==> config.mk <==
export PLATFORM = sky130hd
export DESIGN_NAME = cis_sequencer
export DESIGN_NICKNAME = d
export VERILOG_FILES = /design/src/rtl/cis_pkg.sv /design/src/rtl/cis_sequencer.sv
export VERILOG_INCLUDE_DIRS = /design/src /design/src/rtl
export SDC_FILE = /design/constraint.sdc
export NUM_CORES = 1
export LEC_CHECK = 0
export BUFFER_PORTS_ARGS = -buffer_cell sky130_fd_sc_hd__buf_2
export CORE_MARGIN = 2
export CORE_UTILIZATION = 46
export CTS_BUF_LIST = sky130_fd_sc_hd__clkbuf_8
export CTS_CLUSTER_SIZE = 8
export DETAILED_ROUTE_END_ITERATION = 6
export GPL_TIMING_DRIVEN = 0
export PLACE_DENSITY = 0.74
export REMOVE_ABC_BUFFERS = 1
export SLEW_MARGIN = 20
export SYNTH_ARGS = -nofsm -noshare
export SYNTH_HDL_FRONTEND = slang
export SYNTH_SLANG_ARGS = --single-unit
==> constraint.sdc <==
create_clock -name clock -period 4.84 [get_ports clock]
set_input_delay 0.968 -clock clock [delete_from_list [all_inputs] [get_ports clock]]
set_output_delay 0.968 -clock clock [all_outputs]
set_load 0.01 [all_outputs]
==> src/rtl/cis_defs.svh <==
// Constants for the interrupt entry and exit sequencer.
`ifndef CIS_DEFS_SVH
`define CIS_DEFS_SVH
`define CIS_PC_W 12
`define CIS_SP_W 16
`define CIS_NSRC 8
`define CIS_GIE_BIT 7
`define CIS_RESET_VEC 12'h000
`define CIS_VEC_STEP 12'h001
`define CIS_VEC_BASE 12'h001
`define CIS_BOOT_START 12'hC00
`define CIS_SP_RESET 16'h0000
`define CIS_STATUS_RESET 8'h00
`define CIS_ENTRY_CYC 3'h4
`define CIS_WAKE_CYC 3'h4
`define CIS_RETURN_CYC 3'h4
`define CIS_SP_STEP 16'h0002
`endif

==> src/rtl/cis_pkg.sv <==
// Types for the interrupt entry and exit sequencer.
package cis_pkg;
    typedef enum logic [2:0] {CIS_RUN, CIS_WAKE, CIS_ENTRY, CIS_RETURN, CIS_HOLD} cis_state_t;
endpackage

==> src/rtl/cis_sequencer.sv <==
// Interrupt entry, arbitration and return sequencer for an 8-bit core.
// Summary of operation
// - Reset and each source own a distinct vector loaded into the counter.
// - A source is served only when its enable and global enable are set.
// - Lock bits suppress interrupts depending on the current counter section.
// - Lowest vector address wins among pending requests; reset ranks above all.
// - Vector select moves the interrupt table to the boot section start.
// - Accepting an interrupt clears the global enable bit.
// - Global enable set inside a handler lets enabled requests nest.
// - Return from interrupt sets the global enable bit.
// - Latched flags are cleared by hardware when their vector is taken.
// - Writing one clears a flag; writing zero leaves it.
// - Events set flags even when disabled; flags stay pending.
// - Flags pending while globally disabled are served later by priority.
// - Level sources request only while their condition is present.
// - One program instruction runs after return before another interrupt.
// - Status register is neither saved nor restored by hardware.
// - Global disable acts at once, even against a same-cycle request.
// - The instruction after global enable runs before any interrupt.
// - Entry takes four cycles pushing the counter, then jumps to vector.
// - A multi-cycle instruction completes before entry begins.
// - Waking from sleep adds four cycles to the response.
// - Return takes four cycles, pops two bytes, adds two to stack pointer.
// - Counter and vector addresses are 12 bits wide.
// - Global enable is bit 7 of the processor status register.
// - Entry push lowers the stack pointer by two.
`timescale 1ns/10ps
`include "cis_defs.svh"
module cis_sequencer
(
    input wire logic clock,
    input wire logic nrst,
    input wire logic [`CIS_NSRC-1:0] src_event,
    input wire logic [`CIS_NSRC-1:0] src_level,
    input wire logic [`CIS_NSRC-1:0] src_is_level,
    input wire logic [`CIS_NSRC-1:0] src_enable,
    input wire logic [`CIS_NSRC-1:0] flag_clear_wr,
    input wire logic instr_done,
    input wire logic [`CIS_PC_W-1:0] next_pc,
    input wire logic sleeping,
    input wire logic set_gie_instr,
    input wire logic clr_gie_instr,
    input wire logic return_from_interrupt_instr,
    input wire logic status_wr,
    input wire logic [7:0] status_wdata,
    input wire logic [`CIS_PC_W-1:0] popped_pc,
    input wire logic vector_table_select,
    input wire logic reset_vector_relocate_fuse,
    input wire logic app_section_lock_bit,
    input wire logic boot_section_lock_bit,
    output logic [`CIS_PC_W-1:0] program_counter,
    output logic [7:0] processor_status_reg,
    output logic [`CIS_SP_W-1:0] stack_pointer,
    output logic [`CIS_NSRC-1:0] flag_out,
    output logic cpu_stall,
    output logic push_strobe,
    output logic [`CIS_PC_W-1:0] push_pc,
    output logic pop_strobe,
    output logic [2:0] served_src,
    output logic serve_active
);
    import cis_pkg::*;

    // Request vector address of a source index, with optional relocation to the boot section.
    function automatic logic [`CIS_PC_W-1:0] vec_addr(input logic [2:0] idx, input logic relocate);
        logic [`CIS_PC_W-1:0] base;
        base = relocate ? `CIS_BOOT_START : 12'h000;
        vec_addr = base + `CIS_VEC_BASE + {9'h000, idx} * `CIS_VEC_STEP;
    endfunction

    // Index of the lowest-numbered set bit; the lowest index has the lowest vector.
    function automatic logic [2:0] first_set(input logic [`CIS_NSRC-1:0] v);
        logic [2:0] r;
        r = 3'h0;
        for (int i = `CIS_NSRC - 1; i >= 0; i--)
        begin
            if (v[i])
            begin
                r = i[2:0];
            end
        end
        first_set = r;
    endfunction

    cis_state_t state_reg;
    logic [2:0] cnt_reg;
    logic [`CIS_NSRC-1:0] flag_reg;
    logic [`CIS_NSRC-1:0] flag_next;
    logic skip_one_reg;
    logic in_boot;
    logic lock_block;
    logic [`CIS_NSRC-1:0] pend;
    logic [`CIS_NSRC-1:0] eligible;
    logic gie_now;
    logic take;
    logic [2:0] win;
    logic reset_seen_reg;
    logic [`CIS_PC_W-1:0] held_pc_reg;

    // Lock bits protect the section the program is running from; a handler in the
    // other section could otherwise read or patch protected code.
    assign in_boot = next_pc >= `CIS_BOOT_START;
    assign lock_block = in_boot ? (vector_table_select == 1'b0 && boot_section_lock_bit)
                                : (vector_table_select == 1'b1 && app_section_lock_bit);

    // Level sources bypass the flag and request only while present.
    assign pend = (flag_reg & ~src_is_level) | (src_level & src_is_level);
    assign eligible = pend & src_enable;
    // A same-cycle disable wins, so no request slips through behind it.
    assign gie_now = processor_status_reg[`CIS_GIE_BIT] && !clr_gie_instr;
    assign take = state_reg == CIS_RUN && instr_done && gie_now && !skip_one_reg
                  && !set_gie_instr && !return_from_interrupt_instr && |eligible && !lock_block;
    assign win = first_set(eligible);

    // Flags: set beats both clears so an event landing with a clear is not lost.
    always_comb
    begin
        flag_next = flag_reg;
        for (int i = 0; i < `CIS_NSRC; i++)
        begin
            if (flag_clear_wr[i])
            begin
                flag_next[i] = 1'b0;
            end
            if (take && win == i[2:0] && !src_is_level[i])
            begin
                flag_next[i] = 1'b0;
            end
            if (src_event[i] && !src_is_level[i])
            begin
                flag_next[i] = 1'b1;
            end
        end
    end

    // Flag storage.
    always_ff @(posedge clock)
    begin
        if (!nrst)
        begin
            flag_reg <= {`CIS_NSRC{1'b0}};
        end
        else
        begin
            flag_reg <= flag_next;
        end
    end

    assign flag_out = flag_reg;

    // Sequencer: entry, wake extension, return and post-return hold.
    always_ff @(posedge clock)
    begin
        if (!nrst)
        begin
            state_reg <= CIS_RUN;
            cnt_reg <= 3'h0;
            served_src <= 3'h0;
            held_pc_reg <= 12'h000;
        end
        else
        begin
            unique case (state_reg)
                CIS_RUN:
                begin
                    if (take)
                    begin
                        served_src <= win;
                        held_pc_reg <= next_pc;
                        cnt_reg <= 3'h1;
                        state_reg <= sleeping ? CIS_WAKE : CIS_ENTRY;
                    end
                    else if (instr_done && return_from_interrupt_instr)
                    begin
                        cnt_reg <= 3'h1;
                        state_reg <= CIS_RETURN;
                    end
                end
                CIS_WAKE:
                begin
                    cnt_reg <= (cnt_reg == `CIS_WAKE_CYC) ? 3'h1 : cnt_reg + 3'h1;
                    if (cnt_reg == `CIS_WAKE_CYC)
                    begin
                        state_reg <= CIS_ENTRY;
                    end
                end
                CIS_ENTRY:
                begin
                    cnt_reg <= cnt_reg + 3'h1;
                    if (cnt_reg == `CIS_ENTRY_CYC)
                    begin
                        state_reg <= CIS_RUN;
                    end
                end
                CIS_RETURN:
                begin
                    cnt_reg <= cnt_reg + 3'h1;
                    if (cnt_reg == `CIS_RETURN_CYC)
                    begin
                        state_reg <= CIS_HOLD;
                    end
                end
                CIS_HOLD:
                begin
                    state_reg <= CIS_RUN;
                end
            endcase
        end
    end

    // Outputs registered from the sequencer state.
    always_ff @(posedge clock)
    begin
        if (!nrst)
        begin
            cpu_stall <= 1'b0;
            serve_active <= 1'b0;
            push_strobe <= 1'b0;
            push_pc <= 12'h000;
            pop_strobe <= 1'b0;
        end
        else
        begin
            cpu_stall <= take || (state_reg == CIS_WAKE) || (state_reg == CIS_ENTRY && cnt_reg != `CIS_ENTRY_CYC)
                         || (state_reg == CIS_RUN && instr_done && return_from_interrupt_instr)
                         || (state_reg == CIS_RETURN && cnt_reg != `CIS_RETURN_CYC);
            serve_active <= take;
            push_strobe <= state_reg == CIS_ENTRY && cnt_reg == 3'h1;
            push_pc <= held_pc_reg;
            pop_strobe <= state_reg == CIS_RETURN && cnt_reg == 3'h1;
        end
    end

    // Skip-one guard: after a return, and after global enable, one instruction runs.
    always_ff @(posedge clock)
    begin
        if (!nrst)
        begin
            skip_one_reg <= 1'b0;
        end
        else if (state_reg == CIS_HOLD || (instr_done && set_gie_instr))
        begin
            skip_one_reg <= 1'b1;
        end
        else if (instr_done)
        begin
            skip_one_reg <= 1'b0;
        end
    end

    // Status register: only the global enable is touched by hardware; the other
    // bits are never saved or restored around a handler.
    always_ff @(posedge clock)
    begin
        if (!nrst)
        begin
            processor_status_reg <= `CIS_STATUS_RESET;
        end
        else
        begin
            if (status_wr)
            begin
                processor_status_reg <= status_wdata;
            end
            if (instr_done && set_gie_instr)
            begin
                processor_status_reg[`CIS_GIE_BIT] <= 1'b1;
            end
            if (clr_gie_instr)
            begin
                processor_status_reg[`CIS_GIE_BIT] <= 1'b0;
            end
            if (take)
            begin
                processor_status_reg[`CIS_GIE_BIT] <= 1'b0;
            end
            if (state_reg == CIS_RETURN && cnt_reg == `CIS_RETURN_CYC)
            begin
                processor_status_reg[`CIS_GIE_BIT] <= 1'b1;
            end
        end
    end

    // Stack pointer moves two bytes for each push or pop of the counter.
    always_ff @(posedge clock)
    begin
        if (!nrst)
        begin
            stack_pointer <= `CIS_SP_RESET;
        end
        else if (state_reg == CIS_ENTRY && cnt_reg == 3'h1)
        begin
            stack_pointer <= stack_pointer - `CIS_SP_STEP;
        end
        else if (state_reg == CIS_RETURN && cnt_reg == 3'h1)
        begin
            stack_pointer <= stack_pointer + `CIS_SP_STEP;
        end
    end

    // Program counter: reset vector first, then vectors and returns.
    always_ff @(posedge clock)
    begin
        if (!nrst)
        begin
            program_counter <= `CIS_RESET_VEC;
            reset_seen_reg <= 1'b0;
        end
        else
        begin
            reset_seen_reg <= 1'b1;
            if (!reset_seen_reg)
            begin
                program_counter <= reset_vector_relocate_fuse ? `CIS_BOOT_START : `CIS_RESET_VEC;
            end
            else if (state_reg == CIS_ENTRY && cnt_reg == `CIS_ENTRY_CYC)
            begin
                program_counter <= vec_addr(served_src, vector_table_select);
            end
            else if (state_reg == CIS_RETURN && cnt_reg == `CIS_RETURN_CYC)
            begin
                program_counter <= popped_pc;
            end
            else if (state_reg == CIS_RUN && !take)
            begin
                program_counter <= next_pc;
            end
        end
    end
endmodule

==> flow_metrics.env, run 1 <==
export IMPL_status="complete, no violations"
export IMPL_p_clk_share_pct=30.6
export IMPL_fin_skew_ns=0.0118
export IMPL_largest_reg_flops=15
export IMPL_netlist_area_um2=4340
export IMPL_rsz0062_at_grt="false"
export IMPL_finalSetupTns_ns=0
export IMPL_setup_viol=0
export IMPL_cts_hold_buffers_added=0
export IMPL_antenna_left=0
export IMPL_dpl_cell_count=727
export IMPL_vias=4097
export IMPL_p_leak_nw=2.44
export IMPL_slew_viol_final=0
export IMPL_io_pins=147
export IMPL_root_buffer="clkbuf_8"
export IMPL_grt_pass1_wl_um=18000
export IMPL_tightestPinTransition_ns=0.841
export IMPL_pwr_density_cell_nw_per_um2=328
export IMPL_slew_limit_headroom_pct=43.9
export IMPL_drv_cap=0
export IMPL_drive_gt1_share_pct=29.6
export IMPL_use_met2_pct=37.4
export IMPL_vdd_drop_max_uv=146
export IMPL_clockBufferDepth=2
export IMPL_synth_seq_cells=82
export IMPL_cts_max_level=3
export IMPL_tritoncts="yes"
export IMPL_worstSetupStartpointType="flip-flop"
export IMPL_grt_busiest_layer="met2"
export IMPL_dieArea_um2=10200
export IMPL_io_buffers=145
export IMPL_gp_congestion=0.854
export IMPL_ys_top_cells_by_area="dfxtp_1 38%, mux2i_1 6.2%, ha_1 4.9%"
export IMPL_synth_edf_count=0
export IMPL_fmax_mhz=248
export IMPL_grt_max_degree=49
export IMPL_gr_usage_met1_pct=26.3
export IMPL_nFillCells=865
export IMPL_die_h_um=101
export IMPL_finalCritPeriodShare_pct=83.2
export IMPL_post_cts_buffers=0
export IMPL_ys_warn_count=0
export IMPL_crit_fanout=17
export IMPL_grt_pass1_vias=3971
export IMPL_yosys_cell_types_count=71
export IMPL_worstPathArrival_ns=4.28
export IMPL_gr_usage_met3_pct=5.59
export IMPL_numCtsBuffers=9
export IMPL_comb_power_share_pct=25.6
export IMPL_coreArea_um2=9200
export IMPL_grtUsageTotal_pct=21.9
export IMPL_p_seq_share_pct=43.9
export IMPL_hpwl_um=8130
export IMPL_yosysTopAreaCell="dfxtp_1"
export IMPL_grt_ovfl_total=0
export IMPL_internal_power_mw=1.16
export IMPL_drc_errors=0
export IMPL_hold_slack_ns=0.457
export IMPL_row_count=35
export IMPL_wl_per_cell_um=14.9
export IMPL_clock_sinks=82
export IMPL_synth_compound_area_share_pct=21.5
export IMPL_dpl_cell_area_um2=5110
export IMPL_area_growth_pct=22.7
export IMPL_end_kind="flip-flop"
export IMPL_antenna_found_initial=0
export IMPL_final_min_clock_period_ns=4.03
export IMPL_drt_pass1_iter_count=4
export IMPL_synth_xor_area_share_pct=1.82
export IMPL_netlist_instances=491
export IMPL_synth_adder_area_share_pct=5.36
export IMPL_ys_dominant_reg_cell="dfxtp_1"
export IMPL_hold_class="reg -> reg"
export IMPL_nets=729
export IMPL_ctsResizeCount=0
export IMPL_yosys_area_top_type_share_pct=37.8
export IMPL_synth_mux_area_share_pct=7.69
export IMPL_vias_per_cell=5.51
export IMPL_p_total_mw=1.75
export IMPL_start_util_pct=47.2
export IMPL_crit_type="reg -> reg"
export IMPL_final_area_um2=5330
export IMPL_instances_no_fill=743
export IMPL_cp_required_ns=5.10
export IMPL_syn_avg_cell_area_um2=8.85
export IMPL_synth_simple_area_share_pct=22.3
export IMPL_finalHoldViolations=0
export IMPL_clk_latency_ns=0.35
export IMPL_yosysSeqAreaShare_pct=37.8
export IMPL_async_flop_share_pct=0
export IMPL_r2r_slack_ns=0.81
export IMPL_regMostFlops="stack_pointer"
export IMPL_die_x_um=101
export IMPL_clk_pin_slew_ns=0.10
export IMPL_swShare_pct=33.5
export IMPL_switching_power_uw=586
export IMPL_antenna_cells=0
export IMPL_drtIter0Drc=142
export IMPL_routed_wl_um=11100
export IMPL_synth_top_family_by_area="simple AND/OR/NAND/NOR gates"
## final timing paths
check             cells after the start                end            from
hold / removal                        1         push_pc[9]  held_pc_reg[9]
setup / recovery                     11  stack_pointer[14]    state_reg[2]
setup reg to reg                     11  stack_pointer[14]    state_reg[2]
hold reg to reg                       1         push_pc[9]  held_pc_reg[9]
## metrics by stage
| step | util [%] | worst slack (ns) |
|---|---|---|
| detailed placement | 55.6 | 0.588 |
| finish | 57.9 | 0.814 |
| floorplan | - | 1.38 |
| global placement | 55.6 | 0.713 |
| CTS | 57.9 | 0.549 |
| global route | 57.9 | 0.556 |
## cell families after synthesis
group | after synthesis
AND/OR/NAND/NOR | 182
AO/OA/AOI/OAI | 133
flip-flops | 82
buffers and inverters | 34
multiplexers | 32
adder cells (fa/ha/maj) | 18
XOR/XNOR | 9
other | 1
## power by group through the flow
| stage | logic, mW | registers, mW | clock network, mW |
|---|---|---|---|
| global placement | 0.430 | 0.779 | 0 |
| detailed placement | 0.442 | 0.782 | 0 |
| CTS | 0.444 | 0.767 | 0.549 |
| finish | 0.447 | 0.768 | 0.535 |
| floorplan | 0.282 | 0.790 | 0 |
| global route | 0.494 | 0.774 | 0.577 |
## Yosys cell counts (2+ instances only)
master,number
clkbuf_1,8
a31oi_1,4
o21ai_0,22
a41o_1,2
o21bai_1,3
o21ai_1,4
nor2_4,2
mux2_4,2
nand3_1,21
ha_1,17
o22a_1,12
a21o_1,5
buf_2,6
or3_1,5
nor2b_1,5
buf_4,2
a31o_2,2
o2111ai_1,2
o22ai_1,3
o31ai_1,2
dfxtp_1,82
xnor2_1,8
mux2_2,3
nor2_1,36
a21oi_1,41
nor3_1,12
inv_1,14
and3_1,2
nand2b_1,10
and2_1,15
buf_1,3
nand2_1,47
nand3b_1,8
o211ai_1,5
a211oi_1,9
mux2i_1,27
nand4b_1,3
nand4_1,3
a2bb2oi_2,2
## placed cells by master, fill, tap and decap left out, types with 12 or more instances in the layout
cell,netlist,layout
and2_1,15,15
o22a_1,12,12
buf_2,6,145
a21oi_1,41,41
ha_1,17,17
dfxtp_1,82,82
nor3_1,12,12
nand2_1,47,47
mux2i_1,27,27
inv_1,14,13
nand3_1,21,21
o21ai_0,22,22
nor2_1,36,36
## layer usage
metal | share of wire (%) | vias to the layer above
li1 | - | 2062
met1 | 43 | 1874
met2 | 48 | 142
met3 | 7.0 | 19
met4 | 1.8 | 0
met5 | 0 | -
## final cells by class
| cell class | count | area [µm²] | area share (%) |
|---|---|---|---|
| inverter | 14 | 52.6 | 0.986 |
| timing repair buffer | 145 | 726 | 13.6 |
| sequential | 82 | 1640 | 30.8 |
| tap | 111 | 139 | 2.61 |
| multi-input combinational | 375 | 2560 | 48.0 |
| clock inverter | 6 | 73.8 | 1.39 |
| clock buffer | 10 | 138 | 2.58 |
## critical path, cell delays in order (launching register included)
cell and delay [ns]:
dfxtp_1 0.44, nand2b_1 0.30, nor3b_4 0.69, nand2b_1 0.19, inv_1 0.43, ha_1 0.36
a211oi_2 0.34, o211ai_1 0.20, a41o_1 0.29, a311oi_1 0.33, mux2i_1 0.12, a31o_2 0.21
Note: power is estimated with default switching activity, not from simulation.
==> inputs of run 2 (changes only) <==
Settings changed: PLACE_DENSITY 0.74 to 0.77.
Clock period 4.84 ns to 3.5 ns, I/O delays scaled along.
==> flow_metrics.env, run 2 (same netlist as run 1, synthesis figures left out) <==
export IMPL_finalCritPeriodShare_pct=95.7
export IMPL_tritoncts="yes"
export IMPL_crit_fanout=14
export IMPL_pwr_density_cell_nw_per_um2=440
export IMPL_regToRegStartpoint="state_reg[2]"
export IMPL_crit_type="reg -> reg"
export IMPL_p_clk_share_pct=28.3
export IMPL_dpl_cell_area_um2=5110
export IMPL_p_leak_nw=2.43
export IMPL_switching_power_uw=803
export IMPL_cp_required_ns=3.74
export IMPL_final_area_um2=5320
export IMPL_vias_per_cell=5.54
export IMPL_drv_cap=0
export IMPL_nets=730
export IMPL_antenna_found_initial=0
export IMPL_fin_util_pct=57.8
export IMPL_clk_pin_slew_ns=0.09
export IMPL_end_kind="flip-flop"
export IMPL_finalHoldViolations=0
export IMPL_dpl_cell_count=727
export IMPL_setup_viol=0
export IMPL_clockBufferDepth=2
export IMPL_grtUsageTotal_pct=21.2
export IMPL_internal_power_mw=1.54
export IMPL_regMostFlops="stack_pointer"
export IMPL_fin_skew_ns=0.0125
export IMPL_final_common_cell="buf_2"
export IMPL_vdd_drop_max_uv=251
export IMPL_antenna_cells=0
export IMPL_drtIter0Drc=140
export IMPL_p_total_mw=2.34
export IMPL_numCtsBuffers=9
export IMPL_hp_start="held_pc_reg[8]"
export IMPL_ff_latch_area_um2=1640
export IMPL_swShare_pct=34.3
export IMPL_largest_reg_flops=15
export IMPL_drt_pass1_iter_count=4
export IMPL_dieArea_um2=10200
export IMPL_comb_power_share_pct=26.6
export IMPL_slew_limit_headroom_pct=45.5
export IMPL_hold_slack_ns=0.466
export IMPL_io_pins=147
export IMPL_holdPathStages=1
export IMPL_worstReg2RegEnd="stack_pointer[14]"
export IMPL_slew_viol_final=0
export IMPL_nFillCells=868
export IMPL_vias=4124
export IMPL_grt_pass1_wl_um=17800
export IMPL_r2r_slack_ns=0.15
export IMPL_die_h_um=101
export IMPL_grt_max_degree=49
export IMPL_hold_class="reg -> reg"
export IMPL_wl_per_cell_um=14.7
export IMPL_antenna_left=0
export IMPL_status="complete, no violations"
export IMPL_min_to="push_pc[8]"
export IMPL_gp_congestion=0.808
export IMPL_area_growth_pct=22.4
export IMPL_reg2reg_depth=11
export IMPL_drive_gt1_share_pct=30.0
export IMPL_hpwl_um=8120
export IMPL_multi_input_area_um2=2560
export IMPL_p_seq_share_pct=45.2
export IMPL_drc_errors=0
export IMPL_grt_pass1_vias=3954
export IMPL_coreArea_um2=9200
export IMPL_die_x_um=101
export IMPL_cts_hold_buffers_added=0
export IMPL_cts_max_level=3
export IMPL_grt_ovfl_total=0
export IMPL_start_util_pct=47.2
export IMPL_fmax_mhz=299
export IMPL_io_buffers=145
export IMPL_worstPathArrival_ns=3.59
export IMPL_final_cell_mix="145 x buf_2, 81 x dfxtp_1, 47 x nand2_1, 41 x a21oi_1, 36 x nor2_1"
export IMPL_worstSetupStartpointType="flip-flop"
export IMPL_final_min_clock_period_ns=3.35
export IMPL_clock_sinks=82
export IMPL_routed_wl_um=10900
export IMPL_tightestPinTransition_ns=0.817
export IMPL_clk_latency_ns=0.35
export IMPL_row_count=35
export IMPL_instances_no_fill=744
export IMPL_root_buffer="clkbuf_8"
## run 2: changes by cell type in the layout (fill, tap and decap cells not counted), sizes merged
cell	change
buf	+1
bufinv	-1
clkinv	+1
clkinvlp	+1
inv	-1
## run 2: power by group through the flow
stage                     Sequential (mW)  Clock (mW)  Combinational [mW]
after floorplan                      1.09           0               0.390
after global placement               1.08           0               0.594
after detailed placement             1.08           0               0.609
after CTS                            1.06       0.674               0.622
after global routing                 1.07       0.716               0.693
final                                1.06       0.662               0.622
## run 2: worst max path at each step
stage	start	endpoint	depth (start not counted)
after CTS	state_reg[2]	stack_pointer[14]	11
final	state_reg[2]	stack_pointer[14]	11
after floorplan	state_reg[2]	stack_pointer[14]	11
after global placement	state_reg[2]	stack_pointer[14]	11
after detailed placement	state_reg[2]	stack_pointer[14]	11
after global routing	cnt_reg[1]	stack_pointer[14]	12
## run 2: stage by stage
step	setup TNS, ns	worst slack (ns)
2_1_floorplan	0	0.0426
3_3_place_gp	-3.33	-0.661
3_5_place_dp	-3.79	-0.730
4_1_cts	0	0.0792
5_1_grt	-0.0104	-0.0104
6_report	0	0.150
## run 2: worst max-delay path, stage by stage (launching register included)
cell	delay [ns]
dfxtp_2	0.45
nand2b_1	0.28
nor3b_4	0.07
nand2b_1	0.16
clkinvlp_4	0.32
ha_1	0.42
a211oi_2	0.34
o211ai_1	0.20
a41o_1	0.29
a311oi_1	0.36
mux2i_1	0.12
a31o_2	0.22
## run 2: layer usage
| layer | up-vias | track usage [%] | share of wire, % |
|---|---|---|---|
| met5 | - | 0 | 0 |
| met4 | 0 | 7.07 | 1.5 |
| met3 | 16 | 4.76 | 6.8 |
| met2 | 148 | 36.7 | 48 |
| met1 | 1906 | 25.9 | 43 |
| li1 | 2054 | - | - |
## run 2: layout make-up
| class | count | area share [%] |
|---|---|---|
| repair buffers | 146 | 13.8 |
| flip-flops and latches | 82 | 30.9 |
| multi-input cells | 375 | 48.1 |
| clock buffers | 10 | 2.59 |
| inverters | 14 | 1.06 |
| well taps | 111 | 2.61 |
| clock inverters | 6 | 0.941 |
## run 2: repair_timing
item                       in CTS  in global routing
gates resized for setup         1                  2
pin swaps                       1                  0
hold endpoints to repair        0                  0
setup buffers                   1                  0
setup endpoints to repair      11                  1
